--- src/bcc_consts.vh ---
/*
 Register offsets, field positions, reset values and timing counts for the
 buck converter control block. Assumes a 25 MHz system clock.
*/
`ifndef BCC_CONSTS_VH
`define BCC_CONSTS_VH
`define BCC_ADDR_W 16
`define BCC_OFF_A_DVS 16'h405a
`define BCC_OFF_B_CTL1 16'h405b
`define BCC_OFF_B_CTL2 16'h405c
`define BCC_OFF_B_ON 16'h405d
`define BCC_OFF_B_SLP 16'h405e
`define BCC_OFF_B_DVS 16'h405f
`define BCC_OFF_C_CTL1 16'h4060
`define BCC_OFF_STATUS 16'h4070
`define BCC_OFF_KEY 16'h4071
`define BCC_KEY_VALUE 16'h9716
`define BCC_MASK_DVS 16'h187f
`define BCC_MASK_CTL1 16'hd3b3
`define BCC_MASK_CTL2 16'hdf71
`define BCC_MASK_ON 16'he37f
`define BCC_MASK_SLP 16'he37f
`define BCC_MASK_C1 16'h10bf
`define BCC_RST_DVS 16'h0000
`define BCC_RST_CTL1 16'h9000
`define BCC_RST_CTL2 16'h0300
`define BCC_RST_ON 16'h0100
`define BCC_RST_SLP 16'h0300
`define BCC_RST_C1 16'h0014
`define BCC_CLK_MHZ 25
`define BCC_STEP_US 8
`define BCC_STEP_CYC (`BCC_STEP_US * `BCC_CLK_MHZ)
`define BCC_SS_BASE_US 32
`define BCC_SS_BASE_CYC (`BCC_SS_BASE_US * `BCC_CLK_MHZ)
`define BCC_C_SS_US 512
`define BCC_C_SS_CYC (`BCC_C_SS_US * `BCC_CLK_MHZ)
`define BCC_B_SS_STEPS 4'h8
`define BCC_C_SS_STEPS 4'h3
`define BCC_VMIN_CODE 7'h08
`define BCC_VMAX_CODE 7'h68
`define BCC_MODE_FCCM 2'h0
`define BCC_MODE_AUTO 2'h1
`define BCC_MODE_LDO 2'h2
`define BCC_MODE_HYST 2'h3
`endif

--- src/bcc_ramp.v ---
/*
 Output voltage code slewer: moves one code step per paced interval, or jumps straight to the target at rate 3.
 Assumes the target code is steady or changes only by register writes.
*/
`timescale 1ns/1ps
`default_nettype none
`include "bcc_consts.vh"
module bcc_ramp
(
	input wire sys_clk,
	input wire sys_rst,
	input wire [1:0] rate,
	input wire [6:0] target,
	output reg [6:0] level_reg
);
reg [12:0] tick_reg;
reg [12:0] tick_next;
reg [6:0] level_next;
reg [12:0] limit;
// Base step length, cut to the tick counter width on purpose.
wire [31:0] step_wide = `BCC_STEP_CYC;
// Pick the step interval from the rate code: four, two or one base step.
always @*
begin
	case (rate)
	2'h0: limit = {step_wide[10:0], 2'b00};
	2'h1: limit = {step_wide[11:0], 1'b0};
	default: limit = step_wide[12:0];
	endcase
end
// Step the level towards the target, or jump when rate is immediate.
always @*
begin
	tick_next = tick_reg + 13'h0001;
	level_next = level_reg;
	if (rate == 2'h3)
	begin
		level_next = target; // RULE4
		tick_next = 13'h0000;
	end
	else if (level_reg == target)
		tick_next = 13'h0000;
	else if (tick_next >= limit)
	begin
		tick_next = 13'h0000;
		if (level_reg < target)
			level_next = level_reg + 7'h01; // RULE4
		else
			level_next = level_reg - 7'h01;
	end
end
// State update.
always @(posedge sys_clk)
begin
	if (sys_rst)
	begin
		tick_reg <= 13'h0000;
		level_reg <= 7'h00;
	end
	else
	begin
		tick_reg <= tick_next;
		level_reg <= level_next;
	end
end
endmodule
`default_nettype wire

--- src/bcc_top.v ---
/*
 Buck converter control registers and control logic for the second buck,
 plus the first buck scaling register and the third buck first control.
 Assumes synchronous inputs, a plain register port and a sequencer that
 supplies the current power-up and sleep timeslot numbers.
*/
// Summary of operation
// RULE1 - Scaling source: off, on, or follow hardware scaling input one or two.
// RULE2 - Voltage codes step 12.5 mV; low codes clamp 0.6 V, high 1.8 V.
// RULE3 - Software keeps voltage codes at or below 48h when switching 4 MHz.
// RULE4 - Ramp rate paces one code per 32, 16, 8 us, or immediate.
// RULE5 - Clock phase bit: second buck resets inverted, third buck normal.
// RULE6 - Frequency code 01 is 2 MHz, 11 is 4 MHz, others reserved.
// RULE7 - Output float bit: discharge output when disabled unless set; the third buck discharges whenever it is unset, enabled or not.
// RULE8 - Second buck soft start: eight steps of 32 to 256 us.
// RULE9 - Undervoltage action: ignore, shut converter, or system reset.
// RULE10 - Undervoltage always raises the interrupt event.
// RULE11 - Hardware control source: none, input one, two, or either.
// RULE12 - Under hardware control, bit 10 picks active or sleep voltage.
// RULE13 - Hardware control mode sets converter state; default hysteretic.
// RULE14 - High current detection enable with threshold 125 to 1000 mA.
// RULE15 - Power-on slot: never, timeslot 1 to 5, or hardware enable.
// RULE16 - Active mode encoding of four modes, resetting to auto.
// RULE17 - Active voltage split 5+2 bits; upper bits loadable from OTP.
// RULE18 - Sleep slot: transition in slot 5, 3, 1 or disable in 5..1.
// RULE19 - With hardware enable, disable codes choose sleep entry slot.
// RULE20 - Sleep mode and voltage share active encodings; mode hysteretic.
// RULE21 - Third buck soft start: three steps of 512 us, 4 ms, 32 ms.
// RULE22 - Third buck hysteretic current limit writable only when unlocked.
// RULE23 - Locked writes leave the protected field unchanged; reads work.
`timescale 1ns/1ps
`default_nettype none
`include "bcc_consts.vh"
module bcc_top
(
	input wire sys_clk,
	input wire sys_rst,
	input wire [15:0] reg_addr,
	input wire [15:0] reg_wdata,
	input wire reg_write,
	input wire reg_read,
	output reg [15:0] reg_rdata,
	input wire hw_scaling_input_one,
	input wire hw_scaling_input_two,
	input wire hwctl_one,
	input wire hwctl_two,
	input wire hw_enable_one,
	input wire hw_enable_two,
	input wire [2:0] power_on_timeslot,
	input wire [2:0] sleep_timeslot,
	input wire sleep_request,
	input wire buck_b_undervolt,
	input wire otp_load,
	input wire [4:0] otp_active_voltage,
	output reg buck_b_enable,
	output reg [1:0] buck_b_mode,
	output reg [6:0] buck_b_voltage,
	output reg buck_b_clk_invert,
	output reg [1:0] buck_b_freq,
	output reg buck_b_discharge,
	output reg [3:0] buck_b_current_step,
	output reg buck_b_hc_enable,
	output reg [2:0] buck_b_hc_threshold,
	output reg buck_b_undervolt_irq,
	output reg system_reset_req,
	output reg buck_a_scaling_active,
	output reg [1:0] buck_c_current_limit,
	output reg buck_c_discharge,
	output reg buck_c_clk_invert
);
reg [15:0] a_dvs_reg;
reg [15:0] b_ctl1_reg;
reg [15:0] b_ctl2_reg;
reg [15:0] b_on_reg;
reg [15:0] b_slp_reg;
reg [15:0] b_dvs_reg;
reg [15:0] c_ctl1_reg;
reg unlock_reg;
reg b_trip_reg;
reg b_on_reg_state;
reg b_asleep_reg;
reg [3:0] ss_step_reg;
reg [15:0] ss_cnt_reg;
reg [15:0] ss_limit;
// Base soft-start step length, cut to the counter width on purpose.
wire [31:0] ss_base_wide = `BCC_SS_BASE_CYC;
reg uv_prev_reg;
wire [6:0] ramp_level;
wire [1:0] b_src = b_ctl2_reg[12:11];
wire b_hwc_on;
wire b_dvs_on;
wire [2:0] on_slot = b_on_reg[15:13];
wire [2:0] slp_slot = b_slp_reg[15:13];
wire hw_en_assigned = (on_slot == 3'h6) || (on_slot == 3'h7);
wire hw_en_level = (on_slot == 3'h6) ? hw_enable_one : hw_enable_two;
wire [2:0] sleep_slot_num;
wire sleep_disables;
wire ramp_target_sel;
reg [6:0] target_code;
reg b_run;
reg [1:0] b_mode_now;
reg [15:0] rdata_next;

// Scaling source decode, shared by both low-voltage bucks.
function scale_active;
	input [1:0] src;
	input one;
	input two;
	begin
		case (src)
		2'h1: scale_active = 1'b1;
		2'h2: scale_active = one;
		2'h3: scale_active = two;
		default: scale_active = 1'b0;
		endcase
	end
endfunction

// Clamp a voltage code into the linear range of the low-voltage bucks.
function [6:0] clamp_code;
	input [6:0] code;
	begin
		if (code < `BCC_VMIN_CODE)
			clamp_code = `BCC_VMIN_CODE;
		else if (code > `BCC_VMAX_CODE)
			clamp_code = `BCC_VMAX_CODE;
		else
			clamp_code = code;
	end
endfunction

assign b_dvs_on = scale_active(b_dvs_reg[12:11], hw_scaling_input_one,
	hw_scaling_input_two); // RULE1
assign b_hwc_on = (b_src == 2'h1) ? hwctl_one :
	(b_src == 2'h2) ? hwctl_two :
	(b_src == 2'h3) ? (hwctl_one | hwctl_two) : 1'b0; // RULE11
// Sleep slot codes 1..5 mean slots 5 down to 1; others map to 5, 3, 1.
assign sleep_slot_num = (slp_slot == 3'h0) ? 3'h5 :
	(slp_slot == 3'h6) ? 3'h3 :
	(slp_slot == 3'h7) ? 3'h1 : (3'h6 - slp_slot); // RULE18
assign sleep_disables = (slp_slot != 3'h0) && (slp_slot != 3'h6) &&
	(slp_slot != 3'h7) && !hw_en_assigned; // RULE19
assign ramp_target_sel = b_hwc_on ? b_ctl2_reg[10] : b_asleep_reg;

// Target voltage: scaling, hardware choice, or sleep versus active.
always @*
begin
	if (b_dvs_on)
		target_code = clamp_code(b_dvs_reg[6:0]); // RULE2
	else if (ramp_target_sel)
		target_code = clamp_code(b_slp_reg[6:0]); // RULE12 RULE20
	else
		target_code = clamp_code(b_on_reg[6:0]); // RULE17
end

// Running state and mode from slots, hardware control and trips.
always @*
begin
	b_run = b_on_reg_state && !b_trip_reg;
	b_mode_now = b_asleep_reg ? b_slp_reg[9:8] : b_on_reg[9:8]; // RULE16
	if (b_asleep_reg && sleep_disables)
		b_run = 1'b0;
	if (b_hwc_on)
	begin
		b_mode_now = b_ctl2_reg[9:8]; // RULE13
		if (b_ctl2_reg[9:8] == `BCC_MODE_AUTO)
			b_run = 1'b0;
	end
end

// Output voltage slewer for the second buck.
bcc_ramp u_ramp
(
	.sys_clk(sys_clk),
	.sys_rst(sys_rst),
	.rate(b_ctl1_reg[15:14]),
	.target(target_code),
	.level_reg(ramp_level)
);

// Soft-start step length for the second buck.
always @*
begin
	case (b_ctl1_reg[5:4])
	2'h0: ss_limit = ss_base_wide[15:0];
	2'h1: ss_limit = {ss_base_wide[14:0], 1'b0};
	2'h2: ss_limit = {ss_base_wide[13:0], 2'b00};
	default: ss_limit = {ss_base_wide[12:0], 3'b000};
	endcase
end

// Register read mux; unmapped addresses read zero.
always @*
begin
	case (reg_addr)
	`BCC_OFF_A_DVS: rdata_next = a_dvs_reg;
	`BCC_OFF_B_CTL1: rdata_next = b_ctl1_reg;
	`BCC_OFF_B_CTL2: rdata_next = b_ctl2_reg;
	`BCC_OFF_B_ON: rdata_next = b_on_reg;
	`BCC_OFF_B_SLP: rdata_next = b_slp_reg;
	`BCC_OFF_B_DVS: rdata_next = b_dvs_reg;
	`BCC_OFF_C_CTL1: rdata_next = c_ctl1_reg; // RULE23
	`BCC_OFF_STATUS: rdata_next = {9'h000, ramp_level};
	`BCC_OFF_KEY: rdata_next = {15'h0000, unlock_reg};
	default: rdata_next = 16'h0000;
	endcase
end

// Register writes, key handling and OTP load.
always @(posedge sys_clk)
begin
	if (sys_rst)
	begin
		a_dvs_reg <= `BCC_RST_DVS;
		b_ctl1_reg <= `BCC_RST_CTL1; // RULE5
		b_ctl2_reg <= `BCC_RST_CTL2;
		b_on_reg <= `BCC_RST_ON;
		b_slp_reg <= `BCC_RST_SLP;
		b_dvs_reg <= `BCC_RST_DVS;
		c_ctl1_reg <= `BCC_RST_C1; // RULE21
		unlock_reg <= 1'b0;
		reg_rdata <= 16'h0000;
	end
	else
	begin
		reg_rdata <= reg_read ? rdata_next : 16'h0000;
		if (otp_load)
			b_on_reg[6:2] <= otp_active_voltage; // RULE17
		if (reg_write)
		begin
			case (reg_addr)
			`BCC_OFF_A_DVS: a_dvs_reg <= reg_wdata & `BCC_MASK_DVS;
			`BCC_OFF_B_CTL1: b_ctl1_reg <= reg_wdata & `BCC_MASK_CTL1;
			`BCC_OFF_B_CTL2: b_ctl2_reg <= reg_wdata & `BCC_MASK_CTL2;
			`BCC_OFF_B_ON: b_on_reg <= reg_wdata & `BCC_MASK_ON;
			`BCC_OFF_B_SLP: b_slp_reg <= reg_wdata & `BCC_MASK_SLP;
			`BCC_OFF_B_DVS: b_dvs_reg <= reg_wdata & `BCC_MASK_DVS;
			`BCC_OFF_C_CTL1:
			begin
				c_ctl1_reg[12] <= reg_wdata[12];
				c_ctl1_reg[7] <= reg_wdata[7];
				c_ctl1_reg[5:4] <= reg_wdata[5:4]; // RULE21
				c_ctl1_reg[1:0] <= reg_wdata[1:0];
				// Key-protected limit bits take a write only while unlocked.
				if (unlock_reg)
					c_ctl1_reg[3:2] <= reg_wdata[3:2]; // RULE22 RULE23
			end
			`BCC_OFF_KEY: unlock_reg <= (reg_wdata == `BCC_KEY_VALUE);
			default: unlock_reg <= unlock_reg;
			endcase
		end
	end
end

// Sequencing, soft start, undervoltage response and pin outputs.
always @(posedge sys_clk)
begin
	if (sys_rst)
	begin
		b_on_reg_state <= 1'b0;
		b_asleep_reg <= 1'b0;
		b_trip_reg <= 1'b0;
		ss_step_reg <= 4'h0;
		ss_cnt_reg <= 16'h0000;
		uv_prev_reg <= 1'b0;
		buck_b_enable <= 1'b0;
		buck_b_mode <= `BCC_MODE_AUTO;
		buck_b_voltage <= 7'h00;
		buck_b_clk_invert <= 1'b1;
		buck_b_freq <= 2'h0;
		buck_b_discharge <= 1'b1;
		buck_b_current_step <= 4'h0;
		buck_b_hc_enable <= 1'b0;
		buck_b_hc_threshold <= 3'h0;
		buck_b_undervolt_irq <= 1'b0;
		system_reset_req <= 1'b0;
		buck_a_scaling_active <= 1'b0;
		buck_c_current_limit <= 2'h1;
		buck_c_discharge <= 1'b1;
		buck_c_clk_invert <= 1'b0;
	end
	else
	begin
		uv_prev_reg <= buck_b_undervolt;
		// Power-up in the chosen slot, or follow a hardware enable.
		if (hw_en_assigned)
			b_on_reg_state <= hw_en_level; // RULE15
		else if (on_slot == 3'h0)
			b_on_reg_state <= 1'b0;
		else if (!sleep_request && power_on_timeslot == on_slot)
			b_on_reg_state <= 1'b1;
		if (!sleep_request)
			b_asleep_reg <= 1'b0;
		else if (sleep_timeslot == sleep_slot_num)
			b_asleep_reg <= 1'b1; // RULE18
		// A slot set to never releases a trip; a new trip in the same
		// cycle must still win, so the clear comes first.
		if (on_slot == 3'h0)
			b_trip_reg <= 1'b0;
		buck_b_undervolt_irq <= buck_b_undervolt & ~uv_prev_reg; // RULE10
		// Undervolt rising edge: the event always, then the chosen action.
		if (buck_b_undervolt && !uv_prev_reg)
		begin
			if (b_ctl2_reg[15:14] == 2'h1)
				b_trip_reg <= 1'b1; // RULE9
			system_reset_req <= (b_ctl2_reg[15:14] == 2'h2); // RULE9
		end
		else
			system_reset_req <= 1'b0;
		// Eight current-limit steps after each enable.
		if (!b_run)
		begin
			ss_step_reg <= 4'h0;
			ss_cnt_reg <= 16'h0000;
		end
		else if (ss_step_reg < `BCC_B_SS_STEPS)
		begin
			if (ss_cnt_reg + 16'h0001 >= ss_limit)
			begin
				ss_cnt_reg <= 16'h0000;
				ss_step_reg <= ss_step_reg + 4'h1; // RULE8
			end
			else
				ss_cnt_reg <= ss_cnt_reg + 16'h0001;
		end
		buck_b_current_step <= ss_step_reg;
		buck_b_enable <= b_run;
		buck_b_mode <= b_mode_now;
		buck_b_voltage <= ramp_level; // RULE2 RULE4
		buck_b_clk_invert <= b_ctl1_reg[12]; // RULE5
		buck_b_freq <= b_ctl1_reg[9:8]; // RULE6
		buck_b_discharge <= !b_run && !b_ctl1_reg[7]; // RULE7
		buck_b_hc_enable <= b_ctl2_reg[0]; // RULE14
		buck_b_hc_threshold <= b_ctl2_reg[6:4]; // RULE14
		buck_a_scaling_active <= scale_active(a_dvs_reg[12:11],
			hw_scaling_input_one, hw_scaling_input_two); // RULE1
		// Third buck: its enable lives elsewhere, so discharge follows float.
		buck_c_current_limit <= c_ctl1_reg[3:2]; // RULE22
		buck_c_discharge <= !c_ctl1_reg[7]; // RULE7
		buck_c_clk_invert <= c_ctl1_reg[12]; // RULE5
	end
end
endmodule
`default_nettype wire

--- config.mk ---
export PLATFORM = sky130hd
export DESIGN_NAME = bcc_top
export DESIGN_NICKNAME = d
export VERILOG_FILES = /design/src/bcc_ramp.v /design/src/bcc_top.v
export VERILOG_INCLUDE_DIRS = /design/src
export SDC_FILE = /design/constraint.sdc
export NUM_CORES = 1
export LEC_CHECK = 0
export ABC_AREA = 1
export BUFFER_PORTS_ARGS = -buffer_cell sky130_fd_sc_hd__buf_2
export CORE_MARGIN = 1
export CORE_UTILIZATION = 45
export DETAILED_ROUTE_END_ITERATION = 10
export PLACE_DENSITY = 0.72
export SYNTH_ARGS = -nofsm -noshare
export SYNTH_HDL_FRONTEND = slang
export SYNTH_SLANG_ARGS = --single-unit
export TNS_END_PERCENT = 50
--- constraint.sdc ---
create_clock -name sys_clk -period 7.36 [get_ports sys_clk]
set_input_delay 1.472 -clock sys_clk [delete_from_list [all_inputs] [get_ports sys_clk]]
set_output_delay 1.472 -clock sys_clk [all_outputs]
set_load 0.02 [all_outputs]
# Word level (Yosys, flattened, before mapping)
# Cells that the tools add are included.
word_totals:
  input_bits: 56
  output_inout_bits: 45
  wordCells: 172
  reg_bits: 161
  latchBits: 0
  ram_bits: 0
  n_memories: 0
  rom_bits: 0
op_classes:
  add_sub_neg: 6
  eq_ne: 36
  n_mul: 0
  n_reduce_logical: 39
  magnitude_cmp: 10
  bitwise: 7
  muxes: 40
  div_mod_pow: 0
  shifts: 0
ops:
  columns: ["cell", "n"]
  rows:
  - ["equality test 16 x 15 -> 1 bit, second input constant", 9]
  - ["case mux 16 bit (9 select lines)", 1]
  - ["2-to-1 mux 7 bit", 14]
  - ["case mux 13 bit (3 select lines)", 1]
  - ["greater-than comparator 7 bit, second input constant", 3]
  - ["< comparator 7 x 4 -> 1 bit, second input constant", 3]
  - ["case mux 10 bit (2 select lines)", 1]
  - ["AND reduction 2 bit", 10]
  - ["equality test 2 bit, second input constant", 9]
  - ["adder 16 x 1 -> 16 bit, second input constant", 1]
  - ["equality test 16 bit, second input constant", 1]
  - [">= comparator 16 bit", 1]
  - ["2-to-1 mux 16 bit", 1]
  - ["equality test 2 x 1 -> 1 bit, second input constant", 7]
  - ["2-to-1 mux 1 bit", 14]
  - ["adder 13 x 1 -> 13 bit, second input constant", 1]
  - [">= comparator 13 x 10 -> 1 bit", 1]
  - ["equality test 3 bit, second input constant", 4]
  - ["2-to-1 mux 3 bit", 3]
  - ["logical AND 1 bit", 8]
  - ["OR reduction 2 bit", 4]
  - ["adder 7 x 1 -> 7 bit, second input constant", 1]
  - ["equality test 7 bit", 1]
  - ["zero test 1 bit", 7]
  - ["21 further kinds", 32]

# Logic depth before layout (Yosys ltp)
depth:
  word_depth: 12
  ltp_mapped: 27
  ltp_nobuf: 27

# Hierarchy
# A second synthesis with hierarchy kept.
unflattened:
  cells_unflattened: 1127
  hier_area_um2: 8345.5
modules_own_cells:
  columns: ["module", "cells_per_inst", "area_each_um2", "n_inst", "seq_area_each_um2"]
  rows:
  - ["bcc_top", 896, 6729.0, 1, 2822.7]
  - ["bcc_ramp", 231, 1616.6, 1, 400.4]

# Least setup slack after synthesis
# Ideal clock, no wire load.
synth_path:
  kind: "input port to flip-flop"
  from: "input hwctl_two"
  to: "register u_ramp.level_reg[5]"
  setup_ns: 0.114
  cell_stages: 23
  n_path_buf: 0
  setup_slack_ns: 3.064
  t_required_ns: 7.246
  arrival_time_ns: 4.182
  path_cell_list: "nand2_1 -> nand2_1 -> inv_1 -> nand2_1 -> nand2_1 -> inv_1 -> nor2_1 -> nand2_1 -> nand3_1 -> nand2_1 -> ha_1 -> a21oi_1 -> o21ai_0 -> nand2_1 -> nand2_1 -> ha_1 -> a21oi_1 -> o211ai_1 -> or2_2 -> nand3_1 -> o21ai_0 -> nand4_1 -> nand2_1"
synth_between:
  elab_chain_cells: 12
  word_cells_on_any_way: 15
  cone_classes: "1 x order compare; 2 x eq/ne; 10 x mux; 1 x bitwise; 1 x reduce/logical"
synth_lines:
  columns: ["element", "line", "rtl"]
  rows:
  - ["start, declared", "bcc_top.v:46", "input wire hwctl_two,"]
  - ["OR 1 bit", "bcc_top.v:136", "(b_src == 2'h3) ? (hwctl_one | hwctl_two) : 1'b0;"]
  - ["2-to-1 mux 1 bit", "bcc_top.v:136", null]
  - ["2-to-1 mux 1 bit (*)", "bcc_top.v:135", "(b_src == 2'h2) ? hwctl_two :"]
  - ["2-to-1 mux 1 bit (*)", "bcc_top.v:134", "assign b_hwc_on = (b_src == 2'h1) ? hwctl_one :"]
  - ["2-to-1 mux 1 bit (*)", "bcc_top.v:143", "assign ramp_target_sel = b_hwc_on ? b_ctl2_reg[10] : b_asleep_reg;"]
  - ["2-to-1 mux 7 bit (*)", "bcc_top.v:150", "else if (ramp_target_sel)"]
  - ["2-to-1 mux 7 bit (*)", "bcc_top.v:148", "if (b_dvs_on)"]
  - ["< comparator 7 bit", "bcc_ramp.v:46", "if (level_reg < target)"]
  - ["2-to-1 mux 7 bit", "bcc_ramp.v:46", null]
  - ["2-to-1 mux 7 bit", "bcc_ramp.v:43", "else if (tick_next >= limit)"]
  - ["2-to-1 mux 7 bit", "bcc_ramp.v:41", "else if (level_reg == target)"]
  - ["2-to-1 mux 7 bit", "bcc_ramp.v:36", "if (rate == 2'h3)"]
  - ["end signal, assigned", "bcc_ramp.v:63", "level_reg <= level_next;"]
  - ["end, declared", "bcc_ramp.v:14", "output reg [6:0] level_reg"]
# Every way passes the cells marked *; elsewhere a longest branch is shown, timed or not. The select of a mux whose other input is x is not followed.
# A chain may end at the register's enable or synchronous reset.

# Worst setup path in the final report
# Ends and elaborated chain as after synthesis.

==> impl_metrics.csv <==
group,metric,value,unit
status,run_status,"finished, final reports clean",
clock_tree,post-cts-setup-buffer-count,0,
floorplanning,num_io_pins,101,
floorplanning,initial_core_util,46.5,%
synthesis,ys_warn_count,0,
power,p_per_area,238,mW/mm2
timing,clock.fmax,0.223,GHz
placed_design,pre_cts_slack,2.51,ns
clock_tree,clk_pin_slew,0.06,ns
timing,worst_slew_margin_rel,21.4,%
timing,timing_hold_violations_final,0,
job,max-cap-violations,0,
layout,stdcell_count,1445,
routing,number_of_vias_in_the_routed_layout,7633,
clock_tree,clock_latency,0.43,ns
floorplanning,design.core.area,0.0174,mm2
grt,initial_antenna_violation_count,1,
synthesis,post_synth_num_cell_types,52,
floorplanning,fp.dieArea,0.0185,mm2
power,cellInternalPower,1.57,mW
layout,drive_gt1_share,14.4,%
critical_path,critPathRequiredTime,7.68,ns
power,comb_power_share,18.3,%
layout,post-route-cell-area,0.00934,mm2
critical_path,timing.critical_path.from_type,"input port",
critical_path,endpoint_kind,"register",
synthesis,number_of_enable_type_register_cells_in_the_synthesized_netlist,0,
floorplanning,chipHeight,136,um
grt,grt_remaining_overflow,0,
critical_path,worst_setup_path_startpoint,"hwctl_two",
critical_path,cp_slowest_cell,"sky130_fd_sc_hd__ha_1",
timing,setup_tns_final,0,ns
critical_path,critical_path_arrival,4.81,ns
synthesis,synthCells,1115,
synthesis,synthesis.area_per_instance,7.26,um2
power,static_leakage,4.17,nW
layout,layout.core_utilization,53.6,%
placed_design,placement.cell_area,0.00874,mm2
routing,drt-initial-drc-count,465,
floorplanning,placementRows,48,
clock_tree,postCtsResizedCells,0,
timing,fin_skew,0.00775,ns
grt,largest_net_degree_at_the_start_of_global_routing,69,
clock_tree,deepest_clock_path_buffer_count,2,
placed_design,gpl.final_weighted_congestion,0.962,
routing,detail_route.drc_violations,0,
timing,timing.final.setup_violations,0,
power,pwr-share-seq,41.5,%
layout,area.growth.synth_to_final,15.4,%
power,vdd.ir_drop.worst,0.159,mV
synthesis,async_flop_share,0,%
grt,grt_first_pass_wirelength,35.4,mm
clock_tree,clkSinkCount,161,
routing,antenna_left,0,
critical_path,path_common_cell,"sky130_fd_sc_hd__nand2_1",
clock_tree,tritoncts,"yes",
layout,layout_common_cells,"sky130_fd_sc_hd__nand2_1, sky130_fd_sc_hd__dfxtp_1, sky130_fd_sc_hd__inv_1",
power,sw_frac_of_total,29.4,%
placed_design,hpwlAfterDp,16.5,mm
min_path,min_path_type,"reg2reg",
clock_tree,cts_inserted_buffers,17,
critical_path,crit_type,"in2reg",
routing,routed_wire_length_per_instance,15.3,um
power,clock_power_share,40.1,%
synthesis,postSynth.topFlopCell,"sky130_fd_sc_hd__dfxtp_1",
min_path,hold_path.startpoint,"c_ctl1_reg[7]$_SDFFE_PP0P_",
timing,setup_repair_after_global_routing_missed_its_margin,"no",
synthesis,seq_area_frac_synth,39.8,%
layout,antenna_cells_inserted,0,
critical_path,r2r-start,"b_ctl2_reg[12]$_SDFFE_PP0P_",
grt,grt_pass1_vias,6979,
floorplanning,dieWidth,136,um
synthesis,synth.ff_latch_count,161,
grt,grt_usage,25.0,%
routing,routed_vias_inst,5.28,
synthesis,post_synth_instance_area,0.00809,mm2
layout,final_common_cell,"sky130_fd_sc_hd__nand2_1",
timing,minimum_period_implied_by_the_final_worst_setup_slack,4.49,ns
timing,finalCritPeriodShare,61.0,%
timing,max_slew.worst_pin.slew,1.18,ns
clock_tree,cts_hold_repair_buffers,0,
power,power_switching,0.653,mW
critical_path,crit_path_max_incr_delay,0.35,ns
clock_tree,ctsHtreeMaxLevel,4,
routing,routed_wirelength,22.1,mm
routing,pre_antenna_drt_iters,5,
critical_path,critical_path.top_delay_family,"simple AND/OR/NAND/NOR gates",
placed_design,numPortBuffers,100,
placed_design,placed_instance_count,1413,
clock_tree,cts_root_buffer,"sky130_fd_sc_hd__clkbuf_16",
critical_path,crit_fanout,9,
critical_path,critPathBufInv,4,
timing,final_max_slew_viol_count,0,
timing,setup_ws,2.87,ns
layout,layout.nets,1302,
kinds of logic after synthesis:
kind of cell             share of synthesized area [%]
adder cells (fa/ha/maj)                           6.12
XOR/XNOR                                          1.95
AO/OA/AOI/OAI                                     17.0
flip-flops                                        39.8
other                                           0.0464
buffers and inverters                             9.20
AND/OR/NAND/NOR                                   25.8
layout make-up:
class	instances	area (um2)
well taps	225	282
inverters	155	583
clock inverters	14	158
clock buffers	18	439
repair buffers	103	523
multi-input cells	769	4130
fillers	1680	8080
flip-flops and latches	161	3220
path summary, 6_finish.rpt:
path	end	slack, ns	depth (start not counted)
max	u_ramp.level_reg[5]$_SDFFE_PP0P_	2.87	26
min	buck_c_discharge$_SDFF_PP1_	0.42	1
max reg2reg	u_ramp.level_reg[5]$_SDFFE_PP0P_	3.66	25
min reg2reg	buck_c_discharge$_SDFF_PP1_	0.42	1
metrics by stage:
| step | hold slack, ns | power (mW) |
|---|---|---|
| global route | 0.436 | 2.32 |
| floorplan | 0.376 | 1.24 |
| global placement | 0.395 | 1.33 |
| finish | 0.420 | 2.22 |
| CTS | 0.415 | 2.22 |
| detailed placement | 0.399 | 1.34 |
synth_stat cells (8+ instances only):
library cell,count,area share (%)
sky130_fd_sc_hd__nand2_1,209,9.7
sky130_fd_sc_hd__dfxtp_1,161,40
sky130_fd_sc_hd__inv_1,145,6.7
sky130_fd_sc_hd__nor2_1,122,5.7
sky130_fd_sc_hd__a21oi_1,103,6.4
sky130_fd_sc_hd__o21ai_0,86,5.3
sky130_fd_sc_hd__nand3_1,47,2.9
sky130_fd_sc_hd__ha_1,38,5.9
sky130_fd_sc_hd__nand4_1,25,1.9
sky130_fd_sc_hd__a22oi_1,17,1.6
sky130_fd_sc_hd__clkbuf_1,16,0.74
sky130_fd_sc_hd__nor3_1,16,0.99
sky130_fd_sc_hd__o211ai_1,16,1.5
sky130_fd_sc_hd__xor2_1,13,1.4
sky130_fd_sc_hd__buf_2,9,0.56
sky130_fd_sc_hd__nor2_4,8,1.1
power by group through the flow:
stage	Clock (mW)	Sequential, mW	Combinational, mW
6_report	0.892	0.923	0.407
5_1_grt	0.942	0.925	0.456
4_1_cts	0.900	0.922	0.402
3_5_place_dp	0	0.942	0.400
3_3_place_gp	0	0.943	0.390
2_1_floorplan	0	0.944	0.299
per-layer routing:
layer	global-route usage, %	up-vias	wire length, um
li1	-	3849	-
met1	33.1	3486	9980
met2	39.8	259	10100
met3	5.44	37	1560
met4	8.46	2	437
met5	0	-	13
No activity file was read; power rests on OpenSTA's default activity.
